==> src/rtl/cmsd_pkg.sv <==
// Purpose: Constants and types for the clock mode select decoder.
// Assumes: Registers are 32-bit words, reached by register index over a plain port.
// Notes: Register indices, field positions, reset values and mode codes for the design files live here.
//
// Contract
// - Decode mode field into loop, oscillator, zero-delay enables.
// - Dual loop: first loop uses input clock.
// - Internal oscillator drives six blocks, twelve outputs.
// - Reference outputs buffer oscillator, optionally four outputs.
// - Holdover freezes first loop tuning on loss.
// - Zero-delay dual loop feeds output to first loop.
// - Single loop powers first loop down.
// - Zero-delay single loop feeds output to second loop.
// - Distribution drives blocks from second input clock.
// - Mode 15: register 20 bit 23 powers down refout0.
// - Mode 15: register 20 bit 24 powers down refout1.
// - Other modes: register 10 bit 22 enables refout0.
// - Other modes: register 10 bit 23 enables refout1.
package cmsd_pkg;

   // Register indices; byte address is four times the index.
   localparam logic [4:0] REG_IDX_OUTCTRL = 5'h0a;
   localparam logic [4:0] REG_IDX_MODE = 5'h0b;
   localparam logic [4:0] REG_IDX_HOLDOVER = 5'h0c;
   localparam logic [4:0] REG_IDX_REFPD = 5'h14;
   localparam logic [4:0] REG_IDX_AUX = 5'h16;
   localparam logic [4:0] REG_IDX_STATUS = 5'h1f;

   // Field positions.
   localparam int MODE_LSB = 27;
   localparam int REFOUT0_EN_BIT = 22;
   localparam int REFOUT1_EN_BIT = 23;
   localparam int REFOUT0_PD_BIT = 23;
   localparam int REFOUT1_PD_BIT = 24;
   localparam int FB_EXT_BIT = 0;
   localparam int HOLDOVER_EN_BIT = 0;
   localparam int EXTRA_ROUTE_LSB = 4;

   // Reset values.
   localparam logic [31:0] OUTCTRL_RESET = 32'h0040_0000;
   localparam logic [31:0] MODE_RESET = 32'h0000_0000;
   localparam logic [31:0] HOLDOVER_RESET = 32'h0000_0000;
   localparam logic [31:0] REFPD_RESET = 32'h0000_0000;
   localparam logic [31:0] AUX_RESET = 32'h0000_0000;

   // Encoded mode values.
   localparam logic [4:0] MODE_DUAL = 5'h00;
   localparam logic [4:0] MODE_DUAL_ZD = 5'h02;
   localparam logic [4:0] MODE_DUAL_EXT = 5'h03;
   localparam logic [4:0] MODE_SINGLE = 5'h06;
   localparam logic [4:0] MODE_SINGLE_ZD = 5'h08;
   localparam logic [4:0] MODE_SINGLE_EXT = 5'h0b;
   localparam logic [4:0] MODE_DUAL_ZD_EXT = 5'h0f;
   localparam logic [4:0] MODE_DIST = 5'h10;

   // Counts of divide/delay blocks and general outputs.
   localparam int NUM_BLOCKS = 6;
   localparam int NUM_OUTPUTS = 12;
   localparam int NUM_EXTRA_ROUTE = 4;

   // Source feeding the divide/delay blocks.
   typedef enum logic [1:0] {
      SRC_INT_OSC,
      SRC_EXT_OSC,
      SRC_INPUT_B
   } cmsd_src_t;

   // Reference selection for the first loop.
   typedef enum logic {
      REF_INPUT_A,
      REF_INPUT_B
   } cmsd_ref_t;

endpackage : cmsd_pkg

==> src/rtl/cmsd_mode_decode.sv <==
// Purpose: Turn the 5-bit mode field into loop and path controls.
// Assumes: Field is stable for a cycle before it is used.
// Notes: Purely combinational; the top registers the results.
`timescale 1ns/10ps
module cmsd_mode_decode (
   // Mode field in.
   input wire logic [4:0] modeField,
   // Decoded controls out.
   output logic cleaningLoopEn,
   output logic synthesisLoopEn,
   output logic extOscillator,
   output logic zeroDelay,
   output logic distributionOnly,
   output logic modeValid,
   output logic altRefoutMap
);

   // Table lookup of the supported encodings.
   always_comb begin
      cleaningLoopEn = 1'b0;
      synthesisLoopEn = 1'b0;
      extOscillator = 1'b0;
      zeroDelay = 1'b0;
      distributionOnly = 1'b0;
      modeValid = 1'b1;
      altRefoutMap = 1'b0;
      case (modeField)
         cmsd_pkg::MODE_DUAL: begin
            cleaningLoopEn = 1'b1;
            synthesisLoopEn = 1'b1;
         end
         cmsd_pkg::MODE_DUAL_ZD: begin
            cleaningLoopEn = 1'b1;
            synthesisLoopEn = 1'b1;
            zeroDelay = 1'b1;
         end
         cmsd_pkg::MODE_DUAL_EXT: begin
            cleaningLoopEn = 1'b1;
            synthesisLoopEn = 1'b1;
            extOscillator = 1'b1;
         end
         cmsd_pkg::MODE_SINGLE: begin
            synthesisLoopEn = 1'b1;
         end
         cmsd_pkg::MODE_SINGLE_ZD: begin
            synthesisLoopEn = 1'b1;
            zeroDelay = 1'b1;
         end
         cmsd_pkg::MODE_SINGLE_EXT: begin
            synthesisLoopEn = 1'b1;
            extOscillator = 1'b1;
         end
         cmsd_pkg::MODE_DUAL_ZD_EXT: begin
            cleaningLoopEn = 1'b1;
            synthesisLoopEn = 1'b1;
            extOscillator = 1'b1;
            zeroDelay = 1'b1;
            altRefoutMap = 1'b1;
         end
         cmsd_pkg::MODE_DIST: begin
            distributionOnly = 1'b1;
         end
         default: begin
            // Reserved codes: everything off, flagged invalid for software to see.
            modeValid = 1'b0;
         end
      endcase
   end

endmodule : cmsd_mode_decode

==> src/rtl/cmsd_refout_map.sv <==
// Purpose: Resolve one reference output enable from its two possible controls.
// Assumes: Caller selects the mode 15 mapping.
// Notes: One instance per reference output.
`timescale 1ns/10ps
module cmsd_refout_map (
   // Mapping select.
   input wire logic altMap,
   // Candidate controls.
   input wire logic enableBit,
   input wire logic powerdownBit,
   // Resolved enable.
   output logic outEnable
);

   // In the alternate mapping the bit is a powerdown, so its sense inverts.
   always_comb begin
      outEnable = altMap ? ~powerdownBit : enableBit;
   end

endmodule : cmsd_refout_map

==> src/rtl/cmsd_top.sv <==
// Purpose: Clock mode select decoder with its configuration registers.
// Assumes: Plain register port, read data one cycle after the read strobe.
// Notes: Outputs are registered path selections for the analog clock paths.
//
// Design decisions made here: strobed register access and the register offsets.
`timescale 1ns/10ps
module cmsd_top (
   // Clock and reset.
   input wire logic clock,
   input wire logic rst_b,
   // Register port.
   input wire logic [4:0] regAddr,
   input wire logic [31:0] regWrData,
   input wire logic regWrStrobe,
   input wire logic regRdStrobe,
   output logic [31:0] regRdData,
   // Reference status from the first loop.
   input wire logic inputRefLost,
   // Loop controls.
   output logic cleaningLoopPowered,
   output logic synthesisLoopPowered,
   output logic cleaningRefSel,
   output logic holdTuning,
   // Oscillator and distribution paths.
   output logic [1:0] blockSource,
   output logic [5:0] blockEnable,
   output logic [3:0] extraRouteEnable,
   output logic synthRefFromOsc,
   // Zero-delay feedback.
   output logic cleaningFeedbackFromOutput,
   output logic synthFeedbackFromOutput,
   output logic feedbackExternal,
   // Reference outputs.
   output logic refout0Enable,
   output logic refout1Enable
);

   // Overview: five configuration words live here and
   // the mode field is decoded into loop and path
   // controls. Every control that leaves the block
   // comes from a flip-flop, so a write reaches the
   // outputs two edges after its strobe.
   // Software ordering, such as presetting the mode 15
   // words, is not enforced: each word simply takes
   // effect on its own write.

   // Configuration registers.
   // Whole words are kept, so software reads back
   // what it wrote, unused bits included.
   logic [31:0] outctrl_reg;
   logic [31:0] mode_reg;
   logic [31:0] holdover_reg;
   logic [31:0] refpd_reg;
   logic [31:0] aux_reg;

   // Mode field taken from the mode word.
   logic [4:0] modeField;

   // Loop enables from the decoder.
   logic cleaningLoopEn;
   logic synthesisLoopEn;

   // Path flags from the decoder.
   logic extOscillator;
   logic zeroDelay;
   logic distributionOnly;

   // Legality and reference output mapping.
   logic modeValid;
   logic altRefoutMap;

   // Resolved reference output enables.
   // They are registered below, so a mode write
   // never glitches the output buffers.
   logic refout0Next;
   logic refout1Next;

   // Read data next value.
   // Kept apart so the read register has one source.
   logic [31:0] regRdData_next;

   // The mode field is the top five bits of its word.
   // Taking it here keeps the decoder free of the
   // register layout.
   assign modeField = mode_reg[cmsd_pkg::MODE_LSB +: 5];

   // Write path for the configuration registers.
   // A write takes one cycle and the port never
   // stalls, so there is no busy state to track.
   // Bits this block does not decode are still kept.
   always_ff @(posedge clock) begin
      if (!rst_b) begin
         // Power-on values; mode 0 is the dual loop.
         outctrl_reg <= cmsd_pkg::OUTCTRL_RESET;
         mode_reg <= cmsd_pkg::MODE_RESET;
         holdover_reg <= cmsd_pkg::HOLDOVER_RESET;
         refpd_reg <= cmsd_pkg::REFPD_RESET;
         aux_reg <= cmsd_pkg::AUX_RESET;
      end else if (regWrStrobe) begin
         // Each register takes effect on its own write, so presetting the
         // alternate map before the mode write leaves the outputs clean.
         case (regAddr)
            cmsd_pkg::REG_IDX_OUTCTRL: begin
               // Normal-mode reference output enables.
               outctrl_reg <= regWrData;
            end

            cmsd_pkg::REG_IDX_MODE: begin
               // The new mode reaches the pins a cycle later.
               mode_reg <= regWrData;
            end

            cmsd_pkg::REG_IDX_HOLDOVER: begin
               // Bit zero arms the tuning freeze.
               holdover_reg <= regWrData;
            end

            cmsd_pkg::REG_IDX_REFPD: begin
               // Mode 15 reference output powerdowns.
               refpd_reg <= regWrData;
            end

            cmsd_pkg::REG_IDX_AUX: begin
               // Feedback pin, reference select, routes.
               aux_reg <= regWrData;
            end
            default: begin
               // Unmapped writes are dropped.
            end
         endcase
      end
   end

   // Mode decoder.
   // It is combinational; all it feeds is registered
   // here, so a code seen for one cycle during a write
   // cannot reach the pins half-formed.
   cmsd_mode_decode uDecode (
      .modeField(modeField),
      .cleaningLoopEn(cleaningLoopEn),
      .synthesisLoopEn(synthesisLoopEn),
      .extOscillator(extOscillator),
      .zeroDelay(zeroDelay),
      .distributionOnly(distributionOnly),
      .modeValid(modeValid),
      .altRefoutMap(altRefoutMap)
   );

   // Reference output 0 mapping.
   // Mode 15 moves the control to the powerdown word
   // and flips its sense; the mapper hides both.
   cmsd_refout_map uRefout0 (
      .altMap(altRefoutMap),
      .enableBit(outctrl_reg[cmsd_pkg::REFOUT0_EN_BIT]),
      .powerdownBit(refpd_reg[cmsd_pkg::REFOUT0_PD_BIT]),
      .outEnable(refout0Next)
   );

   // Reference output 1 mapping.
   // Same rule as output 0, one bit higher.
   cmsd_refout_map uRefout1 (
      .altMap(altRefoutMap),
      .enableBit(outctrl_reg[cmsd_pkg::REFOUT1_EN_BIT]),
      .powerdownBit(refpd_reg[cmsd_pkg::REFOUT1_PD_BIT]),
      .outEnable(refout1Next)
   );

   // Loop power and reference selection.
   // All but the reference select follows the decoded mode alone, so a
   // reserved code powers both loops down.
   always_ff @(posedge clock) begin
      if (!rst_b) begin
         // Both loops stay off while reset is held.
         cleaningLoopPowered <= 1'b0;
         synthesisLoopPowered <= 1'b0;
         cleaningRefSel <= 1'b0;
         synthRefFromOsc <= 1'b0;
      end else begin
         // Single loop and distribution leave the first loop powered down.
         cleaningLoopPowered <= cleaningLoopEn;
         // The second loop runs in every loop mode.
         synthesisLoopPowered <= synthesisLoopEn;
         // First loop takes input clock a or b; the choice is a control bit.
         // The select is forced low while that loop is off.
         cleaningRefSel <= cleaningLoopEn & aux_reg[1];
         // Without the first loop the oscillator input feeds the second loop.
         synthRefFromOsc <= synthesisLoopEn & ~cleaningLoopEn;
      end
   end

   // Holdover freezes the tuning voltage only when the first loop runs.
   // Loss is taken as a level; the freeze lifts one
   // cycle after the reference returns.
   // Limitation: short losses are not filtered.
   always_ff @(posedge clock) begin
      if (!rst_b) begin
         // No freeze out of reset.
         holdTuning <= 1'b0;
      end else begin
         // Needs the loop, the arm bit and a loss.
         holdTuning <= cleaningLoopEn & holdover_reg[cmsd_pkg::HOLDOVER_EN_BIT]
            & inputRefLost;
      end
   end

   // Divide/delay block source and enables.
   // Distribution wins over the oscillator choice,
   // as that mode has no loop to drive the blocks.
   always_ff @(posedge clock) begin
      if (!rst_b) begin
         // Internal oscillator, all blocks stopped.
         blockSource <= 2'(cmsd_pkg::SRC_INT_OSC);
         blockEnable <= 6'h00;
         extraRouteEnable <= 4'h0;
      end else begin
         if (distributionOnly) begin
            // Second input clock drives the blocks.
            blockSource <= 2'(cmsd_pkg::SRC_INPUT_B);
         end else if (extOscillator) begin
            // External oscillator replaces the internal one.
            blockSource <= 2'(cmsd_pkg::SRC_EXT_OSC);
         end else begin
            // Internal oscillator, the usual case.
            blockSource <= 2'(cmsd_pkg::SRC_INT_OSC);
         end
         // All six blocks run in any valid mode; reserved codes stop them.
         // Stopping is safer than guessing a source.
         blockEnable <= modeValid ? 6'h3f : 6'h00;
         // Oscillator may also reach up to four general outputs.
         // Reserved codes mask these routes as well.
         extraRouteEnable <= modeValid ?
            aux_reg[cmsd_pkg::EXTRA_ROUTE_LSB +: cmsd_pkg::NUM_EXTRA_ROUTE] : 4'h0;
      end
   end

   // Zero-delay feedback routing.
   // Which loop is fed follows from whether the
   // first loop runs at all.
   // Aux bit zero picks the external feedback pin.
   always_ff @(posedge clock) begin
      if (!rst_b) begin
         // No feedback path out of reset.
         cleaningFeedbackFromOutput <= 1'b0;
         synthFeedbackFromOutput <= 1'b0;
         feedbackExternal <= 1'b0;
      end else begin
         // Dual-loop zero-delay feeds the first loop.
         cleaningFeedbackFromOutput <= zeroDelay & cleaningLoopEn;
         // Single-loop zero-delay feeds the second loop.
         synthFeedbackFromOutput <= zeroDelay & ~cleaningLoopEn;
         // The external feedback pin is taken by an external oscillator.
         // Forcing internal feedback then guards the pin.
         feedbackExternal <= zeroDelay & ~extOscillator
            & aux_reg[cmsd_pkg::FB_EXT_BIT];
      end
   end

   // Reference output enables.
   // Out of reset output 0 runs and output 1 is off,
   // as in the normal-mode power-on values.
   // Trade-off: a cycle of delay buys clean outputs
   // when the mapping changes with the mode.
   always_ff @(posedge clock) begin
      if (!rst_b) begin
         // Power-on state of the two outputs.
         refout0Enable <= 1'b1;
         refout1Enable <= 1'b0;
      end else begin
         // Follow the mapped controls.
         refout0Enable <= refout0Next;
         refout1Enable <= refout1Next;
      end
   end

   // Read multiplexer; status word shows decoded state.
   // The status word is read-only; a write to it falls
   // into the dropped default of the write path.
   // Unmapped indices read as zero.
   always_comb begin
      regRdData_next = 32'h0000_0000;
      case (regAddr)
         cmsd_pkg::REG_IDX_OUTCTRL: regRdData_next = outctrl_reg;
         cmsd_pkg::REG_IDX_MODE: regRdData_next = mode_reg;
         cmsd_pkg::REG_IDX_HOLDOVER: regRdData_next = holdover_reg;
         cmsd_pkg::REG_IDX_REFPD: regRdData_next = refpd_reg;
         cmsd_pkg::REG_IDX_AUX: regRdData_next = aux_reg;
         cmsd_pkg::REG_IDX_STATUS: begin
            // Decoded flags in the low ten bits.
            regRdData_next = {22'h000000, refout1Enable, refout0Enable, holdTuning,
               modeValid, distributionOnly, zeroDelay, extOscillator,
               synthesisLoopEn, cleaningLoopEn, altRefoutMap};
         end
         default: regRdData_next = 32'h0000_0000;
      endcase
   end

   // Read data stand for one cycle after the strobe, zero otherwise.
   // Zero between reads keeps a stale word from
   // passing for a fresh answer.
   always_ff @(posedge clock) begin
      if (!rst_b) begin
         // Nothing to show out of reset.
         regRdData <= 32'h0000_0000;
      end else begin
         // Hold the word only after a read strobe.
         regRdData <= regRdStrobe ? regRdData_next : 32'h0000_0000;
      end
   end

endmodule : cmsd_top
==> config.mk <==
export PLATFORM = sky130hd
export DESIGN_NAME = cmsd_top
export DESIGN_NICKNAME = d
export VERILOG_FILES = /design/src/rtl/cmsd_pkg.sv /design/src/rtl/cmsd_mode_decode.sv /design/src/rtl/cmsd_refout_map.sv /design/src/rtl/cmsd_top.sv
export SDC_FILE = /design/constraint.sdc
export NUM_CORES = 1
export LEC_CHECK = 0
export BUFFER_PORTS_ARGS = -buffer_cell sky130_fd_sc_hd__buf_2
export CAP_MARGIN = 15
export CORE_ASPECT_RATIO = 0.7
export CORE_UTILIZATION = 35
export CTS_BUF_LIST = sky130_fd_sc_hd__clkbuf_8
export DETAILED_ROUTE_END_ITERATION = 12
export GPL_ROUTABILITY_DRIVEN = 0
export PLACE_DENSITY = 0.6
export SYNTH_ARGS = -nofsm -noshare
export SYNTH_HDL_FRONTEND = slang
export SYNTH_SLANG_ARGS = --single-unit
==> constraint.sdc <==
create_clock -name clock -period 1.9 [get_ports clock]
set_input_delay 0 -clock clock [delete_from_list [all_inputs] [get_ports clock]]
set_output_delay 0 -clock clock [all_outputs]
set_load 0.1 [all_outputs]
==> results of run 1 <==
-- power by group --
group          internal [W]  switching, W
Sequential          0.00441     0.0000186
Clock               0.00178       0.00175
Combinational      0.000187      0.000324
Total               0.00638       0.00209
-- cell usage after synthesis (all sizes together) --
master,count,area [sq um]
nand3b,1,7.51
nand4bb,1,11.3
mux2i,4,40.0
a211oi,2,15.0
or3b,1,8.76
or4bb,1,11.3
o311ai,2,35.0
o22a,1,8.76
inv,4,15.0
a2111o,1,11.3
a21oi,9,45.0
nand2b,5,31.3
a221oi,1,8.76
dfxtp,209,4180
nor4,1,6.26
or3,3,18.8
xor2,1,8.76
a222oi,12,120
a2bb2oi,1,8.76
o22ai,1,6.26
o32ai,1,8.76
o211a,1,10.0
nand3,6,30.0
nor2,7,28.8
a22oi,46,345
nor3b,3,22.5
o21ba,1,10.0
nor3,9,55.1
nor2b,3,18.8
or2,2,12.5
a21boi,159,1190
and3,9,56.3
a221o,1,10.0
a31oi,26,163
nand4,1,6.26
and4bb,1,12.5
clkbuf,55,206
o21ai,3,18.8
buf,27,173
or4b,1,13.8
and2,6,37.5
nand2,346,1300
-- stage by stage --
| step | utilization (%) | std cells | hold WS [ps] | area (sq um) | setup WS (ps) |
|---|---|---|---|---|---|
| after floorplan | - | 975 | 124 | 8330 | 415 |
| after global placement | 40.1 | 1341 | 290 | 9220 | 247 |
| after detailed placement | 40.1 | 1341 | 295 | 9220 | 234 |
| after CTS | 44.1 | 1431 | 41.0 | 10200 | 299 |
| after global routing | 44.1 | 1431 | 119 | 10200 | 103 |
| final | 44.1 | 1431 | 103 | 10200 | 254 |
-- area by class of cell --
| type | count | area, sq um |
|---|---|---|
| Sequential cell | 209 | 4180 |
| Tap cell | 312 | 390 |
| Timing Repair Buffer | 171 | 1200 |
| Fill cell | 2336 | 12900 |
| Clock inverter | 18 | 78.8 |
| Clock buffer | 37 | 509 |
| Inverter | 4 | 15.0 |
| Multi-Input combinational cell | 680 | 3780 |
-- worst reg2reg max path, stage by stage (launching register included) --
cell     delay [ps]
dfxtp_1         430
or2_2           350
nor3_1          380
a31oi_1         180
a21oi_1         210
-- layer usage --
layer	GRT usage (%)	wire (microns)
met4	4.81	260
met2	32.6	10900
met3	3.94	1930
met1	29.8	12300
met5	0	0
-- cells by family (layout without fill, tap and decap cells) --
kind of cell,after synthesis,in the layout,synth area share [%]
AO/OA/AOI/OAI,268,268,24.2
XOR/XNOR,1,1,0.105
buffers and inverters,86,230,4.73
flip-flops,209,209,50.2
multiplexers,4,4,0.480
AND/OR/NAND/NOR,407,407,20.3
-- path summary, 6_finish.rpt --
kind / slack, ps / to / cells after the start / start
max: 250 / regRdData[5] / 4 / mode_reg[30]
min: 100 / regRdData[2] / 4 / regAddr[3]
max reg2reg: 250 / regRdData[5] / 4 / mode_reg[30]
min reg2reg: 450 / aux_reg[21] / 2 / aux_reg[21]
==> flow_metrics.tcl, run 1 <==
set metrics [dict create \
    cp_slowest_cell "dfxtp_1" \
    fin_crit_sh_pct 86.6 \
    grt_max_degree 76 \
    syn_nets 1017 \
    p_leak_nw 3.60 \
    via_per_inst 5.10 \
    cts_resized 0 \
    arrival_ps 2060 \
    area_growth_syn_to_layout_pct 21.9 \
    status "completed" \
    clk_latency_ps 510 \
    drtAntennaViolNets 0 \
    n_antenna_cell 0 \
    finalPower_w 0.00847 \
    wl_per_cell_microns 17.7 \
    drt_iter0_drc 662 \
    wl_microns 25400 \
    netlist_instances 975 \
    worstPathCellList "or2_2 > nor3_1 > a31oi_1 > a21oi_1" \
    fin_nets 1142 \
    first_pass_iters 5 \
    critical_path_class "flop to flop" \
    yosys.cell_types.count 49 \
    setup_viol 0 \
    post-route-min-period_ps 1650 \
    yosysWarnings 0 \
    antenna_found_initial 0 \
    hp-class "primary input to flop" \
    cts_setup_buffers 0 \
    skew_ps 24.9 \
    drc_errors 0 \
    drive_gt1_share_pct 17.3 \
    hpwl_microns 16400 \
    cts_root_buffer "clkbuf_8" \
    vias 7299 \
    rsz0062_at_grt "no" \
    die_w_microns 186 \
    setup_tns_ps 0 \
    path_buf_inv 0 \
    synth-seq-cells 209 \
    tightest_slew_ps 668 \
    seq_area_frac_synth_pct 50.2 \
    holdBufCountCts 35 \
    port_buffers 95 \
    grt_pass1_vias 6906 \
    grt_pass1_wl_microns 39800 \
    cts.reportedPaths.clkPinSlew_ps 60 \
    final_cell_mix "nand2_1 (346), dfxtp_1 (209), a21boi_0 (114)" \
    tritoncts "yes" \
    finalHoldViolations 0 \
    cp-end-kind "flop" \
    path_delay_family "simple AND/OR/NAND/NOR gates" \
    numCtsBuffers 34 \
    rows 46 \
    clkSinkCount 209 \
    path_max_fanout 12 \
    die_h_microns 131 \
    final_common_cell "nand2_1" \
    syn_avg_cell_area_sq_um 8.55 \
    initial_utilization_pct 36.2 \
    ioPinCount 96 \
    max_stage_delay_ps 430 \
    ctsHtreeMaxLevel 2 \
    fp.dieArea_sq_um 24400 \
    drv_slew 0 \
    crit_path_start_kind "flop" \
    cp.required_ps 2310 \
    cts_max_path_buffers 3 \
    maxCapViolCount 0 \
    grt_usage_pct 20.9 \
    coreArea_sq_um 23000 \
    slew_headroom_pct 55.4 \
    grt_overflow_total 0 \
    max_clock_freq_ghz 0.608 \
    powerDensity_nw_per_um2 834 \
    peakVddDrop_uv 393 \
    synth_area_sq_um 8330 \
]
Note: power is estimated with default switching activity, not from simulation.
==> run 2: changes to the inputs <==
CORE_MARGIN = 1   (was unset)
CORE_UTILIZATION = 30   (was 35)
PLACE_DENSITY = 0.55   (was 0.6)
==> run 2 against run 1 <==
Global-route usage shrank 2.6 points. Core utilization shrank 5.4 points. Critical endpoint is now regRdData[3]. Critical path type unchanged. Clock-buffer cell count up 6. Routed wire length up 2.9%.
==> flow_metrics.tcl, run 2 (synthesis results as in run 1) <==
set metrics [dict create \
    clkSinkCount 209 \
    ioPinCount 96 \
    crit_end "regRdData[3]" \
    cp.required_ps 2330 \
    path_depth 5 \
    cts_resized 0 \
    arrival_ps 2140 \
    via_per_inst 4.88 \
    post-route-min-period_ps 1710 \
    postLayoutCoreUtil_pct 38.7 \
    cts_setup_buffers 0 \
    skew_ps 15.7 \
    numCtsBuffers 35 \
    hold_depth 4 \
    fin_crit_sh_pct 89.9 \
    p_sw_w 0.00219 \
    cts_max_path_buffers 3 \
    peakVddDrop_uv 329 \
    wl_microns 26100 \
    cts_root_buffer "clkbuf_8" \
    crit_path_start_kind "flop" \
    rr_endpoint "regRdData[3]" \
    tritoncts "yes" \
    hp-class "primary input to flop" \
    area_growth_syn_to_layout_pct 25.6 \
    path_max_fanout 10 \
    tightest_slew_ps 550 \
    antenna_found_initial 2 \
    max_clock_freq_ghz 0.586 \
    coreArea_sq_um 27000 \
    setup_tns_ps 0 \
    max_stage_delay_ps 490 \
    first_pass_iters 5 \
    slew_headroom_pct 63.1 \
    setup_viol 0 \
    vias 7271 \
    clk_latency_ps 530 \
    ctsHtreeMaxLevel 2 \
    cp-end-kind "flop" \
    drt_iter0_drc 590 \
    critical_path_class "flop to flop" \
    path_delay_family "simple AND/OR/NAND/NOR gates" \
    cp_slowest_cell "dfxtp_1" \
    fp.dieArea_sq_um 28500 \
    cts.reportedPaths.clkPinSlew_ps 60 \
    hpwl_microns 16300 \
    rows 50 \
    worstPathCellList "buf_4 > nand2_1 > nor3_1 > a222oi_1 > a21oi_1" \
    final_cell_mix "nand2_1 (346), dfxtp_1 (209), a21boi_0 (114)" \
    r2r_slack_ps 190 \
    seq_power_share_pct 48.6 \
    initial_utilization_pct 30.8 \
    rsz0062_at_grt "no" \
    status "completed" \
    worst_hold_slack_ps 92.2 \
    final_common_cell "nand2_1" \
    p_int_w 0.00693 \
    die_w_microns 201 \
    grt_overflow_total 0 \
    comb_power_share_pct 5.7 \
    grt_usage_pct 18.3 \
    grt_pass1_wl_microns 40400 \
    grt_max_degree 88 \
    path_buf_inv 1 \
    powerDensity_nw_per_um2 871 \
    wl_per_cell_microns 17.5 \
    p_leak_nw 3.69 \
    drive_gt1_share_pct 18.1 \
    die_h_microns 141 \
    drc_errors 0 \
    drv_slew 0 \
    p_sw_share_pct 24.0 \
    fin_nets 1142 \
    timing.rr.start "mode_reg[27]" \
    clkPwrFrac_pct 45.7 \
    grt_pass1_vias 6789 \
    crit_path_start "mode_reg[27]" \
    maxCapViolCount 0 \
    r2r_cells 5 \
    holdBufCountCts 35 \
    drtAntennaViolNets 0 \
    port_buffers 95 \
    finalHoldViolations 0 \
]
[run 2: cell count changes in the layout (fill, tap and decap cells not counted), sizes merged]
cell and change:
clkinvlp +1, bufinv +2, inv -4, diode +2
clkbuf +6, clkinv +1, buf -1
[run 2: area by class of cell]
type                       instances  area, sq um
sequential                       209         4180
antenna                            2         5.00
clock buffer                      43          592
fill                            2764        16600
clock inverter                    18          136
inverter                           4         15.0
tap                              364          455
multi-input combinational        680         3780
timing repair buffer             170         1290
[run 2: worst min path at each step]
stage,slack (ps),endpoint,from
2_1_floorplan,120,outctrl_reg[22],regWrData[22]
3_3_place_gp,270,holdTuning,inputRefLost
3_5_place_dp,280,holdTuning,inputRefLost
4_1_cts,60,refpd_reg[8],regWrStrobe
5_1_grt,110,aux_reg[15],regAddr[1]
6_report,90,refpd_reg[8],regWrStrobe
[run 2: routing by layer]
| layer | up-vias | GRT usage, % | part of all wire [%] | wire length, microns |
|---|---|---|---|---|
| li1 | 3576 | - | - | - |
| met1 | 3478 | 27.8 | 52 | 13700 |
| met2 | 183 | 26.2 | 41 | 10600 |
| met3 | 34 | 3.33 | 5.6 | 1470 |
| met4 | 0 | 4.67 | 1.4 | 365 |
| met5 | - | 0 | 0 | 0 |
[run 2: worst register-to-register path: cells and delay by family, from the launching register on]
family | cells | cell delay [ps]
DFF | 1 | 490
and+or+nand+nor | 2 | 510
AOI/OAI and AO/OA | 2 | 430
buffers and inverters | 1 | 190
[run 2: stage by stage]
stage	power (W)	worst slack, ps	instances	area [sq um]
final	0.00911	192	1490	10500
after global routing	0.00947	88.7	1489	10500
after CTS	0.00924	181	1488	10500
after detailed placement	0.00499	195	1392	9380
after global placement	0.00499	233	1392	9380
after floorplan	0.00479	415	975	8330
[run 2: power groups by stage]
stage                     sequential, W  combinational, W  clock (W)
after floorplan                 0.00456          0.000230          0
after global placement          0.00453          0.000461          0
after detailed placement        0.00453          0.000462          0
after CTS                       0.00443          0.000520    0.00429
after global routing            0.00443          0.000556    0.00448
final                           0.00443          0.000522    0.00416
==> run 3: changes to the inputs <==
ABC_AREA = 1   (was unset)
==> run 3 against run 2 <==
Clock power down 7.2%. Sequential power about the same. Global-route usage is 0.49 points lower. Clock-buffer cell count shrank 1. Combinational power increased by 17%. Sequential share of layout area increased by 1.3 points. Register-to-register slack improved by 140 ps. Critical path type is now primary input to flop. Largest cell class unchanged.
==> flow_metrics.tcl, run 3 <==
set metrics [dict create \
    arrival_ps 2110 \
    synth_top_flop_cell "dfxtp_1" \
    path_common_cell "dlygate4sd3_1" \
    r2r_cells 7 \
    p_int_w 0.00660 \
    rows 50 \
    synthAdderAreaFrac_pct 0 \
    initial_utilization_pct 30.8 \
    yosysTopAreaCell "dfxtp_1" \
    p_sw_share_pct 25.9 \
    peakVddDrop_uv 418 \
    skew_ps 26.6 \
    seq_area_frac_synth_pct 50.6 \
    drive_gt1_share_pct 15.3 \
    synth-seq-cells 209 \
    path_max_fanout 24 \
    crit_path_start_kind "primary input" \
    path_buf_inv 4 \
    final_common_cell "dfxtp_1" \
    antenna_found_initial 0 \
    yosysWarnings 0 \
    hpwl_microns 15600 \
    fin_nets 1274 \
    comb_power_share_pct 6.8 \
    port_buffers 95 \
    tightest_slew_ps 688 \
    synth-xor-area-share_pct 0 \
    cts_setup_buffers 0 \
    first_pass_iters 5 \
    critical_path_class "primary input to flop" \
    slew_headroom_pct 54.1 \
    area_growth_syn_to_layout_pct 22.3 \
    hp-class "primary input to flop" \
    ioPinCount 96 \
    grt_usage_pct 17.8 \
    post-route-min-period_ps 1640 \
    maxCapViolCount 0 \
    synth_area_sq_um 8280 \
    netlist_instances 1108 \
    tritoncts "yes" \
    fp.dieArea_sq_um 28300 \
    coreArea_sq_um 26900 \
    ctsHtreeMaxLevel 2 \
    cp-end-kind "flop" \
    vias 7630 \
    cts.reportedPaths.clkPinSlew_ps 60 \
    path_depth 6 \
    synthTopCellsByArea "dfxtp_1 (51%), a21oi_1 (8.9%), nand2_1 (8.2%), o21ai_0 (7.3%), nor2_1 (6.2%)" \
    syn_avg_cell_area_sq_um 7.47 \
    drtAntennaViolNets 0 \
    numCtsBuffers 35 \
    powerDensity_nw_per_um2 881 \
    worstPathCellList "dlygate4sd3_1 > buf_2 > buf_4 > nand3_1 > dlygate4sd3_1 > a21oi_1" \
    grt_pass1_wl_microns 39800 \
    drt_iter0_drc 576 \
    grt_max_degree 73 \
    grt_pass1_vias 7135 \
    setup_viol 0 \
    seq_power_share_pct 49.9 \
    muxShareOfSynthArea_pct 0 \
    clk_latency_ps 540 \
    async_flop_share_pct 0 \
    synth_top_area_share_pct 50.6 \
    synth-simple-area-share_pct 22.4 \
    yosys.cell_types.count 27 \
    cts_root_buffer "clkbuf_8" \
    die_h_microns 141 \
    p_leak_nw 3.80 \
    ys_top_cells_by_count "dfxtp_1 (209), nand2_1 (180), a21oi_1 (147)" \
    synth_edf_count 0 \
    p_sw_w 0.00231 \
    cts_max_path_buffers 3 \
    hold_depth 4 \
    finalPower_w 0.00892 \
    drv_slew 0 \
    yosysMostFrequentCell "dfxtp_1" \
    final_cell_mix "dfxtp_1 (209), nand2_1 (179), a21oi_1 (147)" \
    wl_per_cell_microns 15.5 \
    cp.required_ps 2370 \
    worst_hold_slack_ps 30.8 \
    drc_errors 0 \
    clkSinkCount 209 \
    setup_tns_ps 0 \
    path_delay_family "buffers and inverters" \
    max_stage_delay_ps 570 \
    wl_microns 25100 \
    max_clock_freq_ghz 0.611 \
    syn_nets 1150 \
    n_antenna_cell 0 \
    fin_crit_sh_pct 86.1 \
    synth-compound-area-share_pct 18.2 \
    via_per_inst 4.71 \
    die_w_microns 201 \
    rsz0062_at_grt "no" \
    finalHoldViolations 0 \
    synth_top_family_by_area "simple AND/OR/NAND/NOR gates" \
    cp_slowest_cell "dlygate4sd3_1" \
    grt_overflow_total 0 \
    status "completed" \
    clkPwrFrac_pct 43.3 \
]
run 3: cell count changes after synthesis, moves of 82 or more:
cell	previous run	this run
inv_1	4	86
nand3_1	6	102
a21oi_1	9	147
nor2_1	6	137
nand2_1	346	180
a21boi_0	114	0
o21ai_0	2	121
run 3: path summary, 6_finish.rpt:
kind,from,end,slack (ps)
min,regRdStrobe,regRdData[10],30
min reg2reg,mode_reg[6],mode_reg[6],450
max reg2reg,mode_reg[31],extraRouteEnable[1],330
max,regWrStrobe,outctrl_reg[0],260
run 3: tightest hold or removal path: stages:
cell     delay, ps
buf_2           70
nand2_1         40
buf_4          270
nor2_1         140
run 3: layer usage:
metal	wire (microns)	vias to the layer above	global-route usage [%]
met4	461	0	5.62
met2	10500	236	26.3
met1	12400	3485	25.6
li1	-	3871	-
met3	1740	38	3.88
met5	0	-	0
run 3: what timing repair did:
item | CTS | global route
resized for setup | 0 | 0
hold buffers | 39 | 0
endpoints found under the hold margin | 166 | 0
run 3: power by group through the flow:
stage	registers, W	logic (W)	clock network [W]
after floorplan	0.00460	0.000298	0
after global placement	0.00454	0.000544	0
after detailed placement	0.00454	0.000545	0
after CTS	0.00445	0.000608	0.00402
after global routing	0.00445	0.000661	0.00425
final	0.00445	0.000610	0.00386
run 3: metrics by stage:
stage                     cells  area (sq um)  setup slack [ps]  util, %
after floorplan            1108          8280               472        -
after global placement     1520          9070               299     33.7
after detailed placement   1520          9070               281     33.7
after CTS                  1620         10100               319     37.6
after global routing       1620         10100              99.8     37.6
final                      1620         10100               263     37.6
run 3: cells by family (layout without fill, tap and decap cells):
| family | count (synthesis) | count (layout) |
|---|---|---|
| AO/OA/AOI/OAI | 295 | 295 |
| buffers and inverters | 165 | 313 |
| flip-flops | 209 | 209 |
| AND/OR/NAND/NOR | 439 | 439 |
run 3: layout make-up:
| type | instances | area [sq um] |
|---|---|---|
| Sequential cell | 209 | 4180 |
| Clock inverter | 19 | 87.6 |
| Fill cell | 2874 | 16800 |
| Multi-Input combinational cell | 734 | 3370 |
| Inverter | 89 | 335 |
| Timing Repair Buffer | 163 | 1110 |
| Tap cell | 364 | 455 |
| Clock buffer | 42 | 578 |
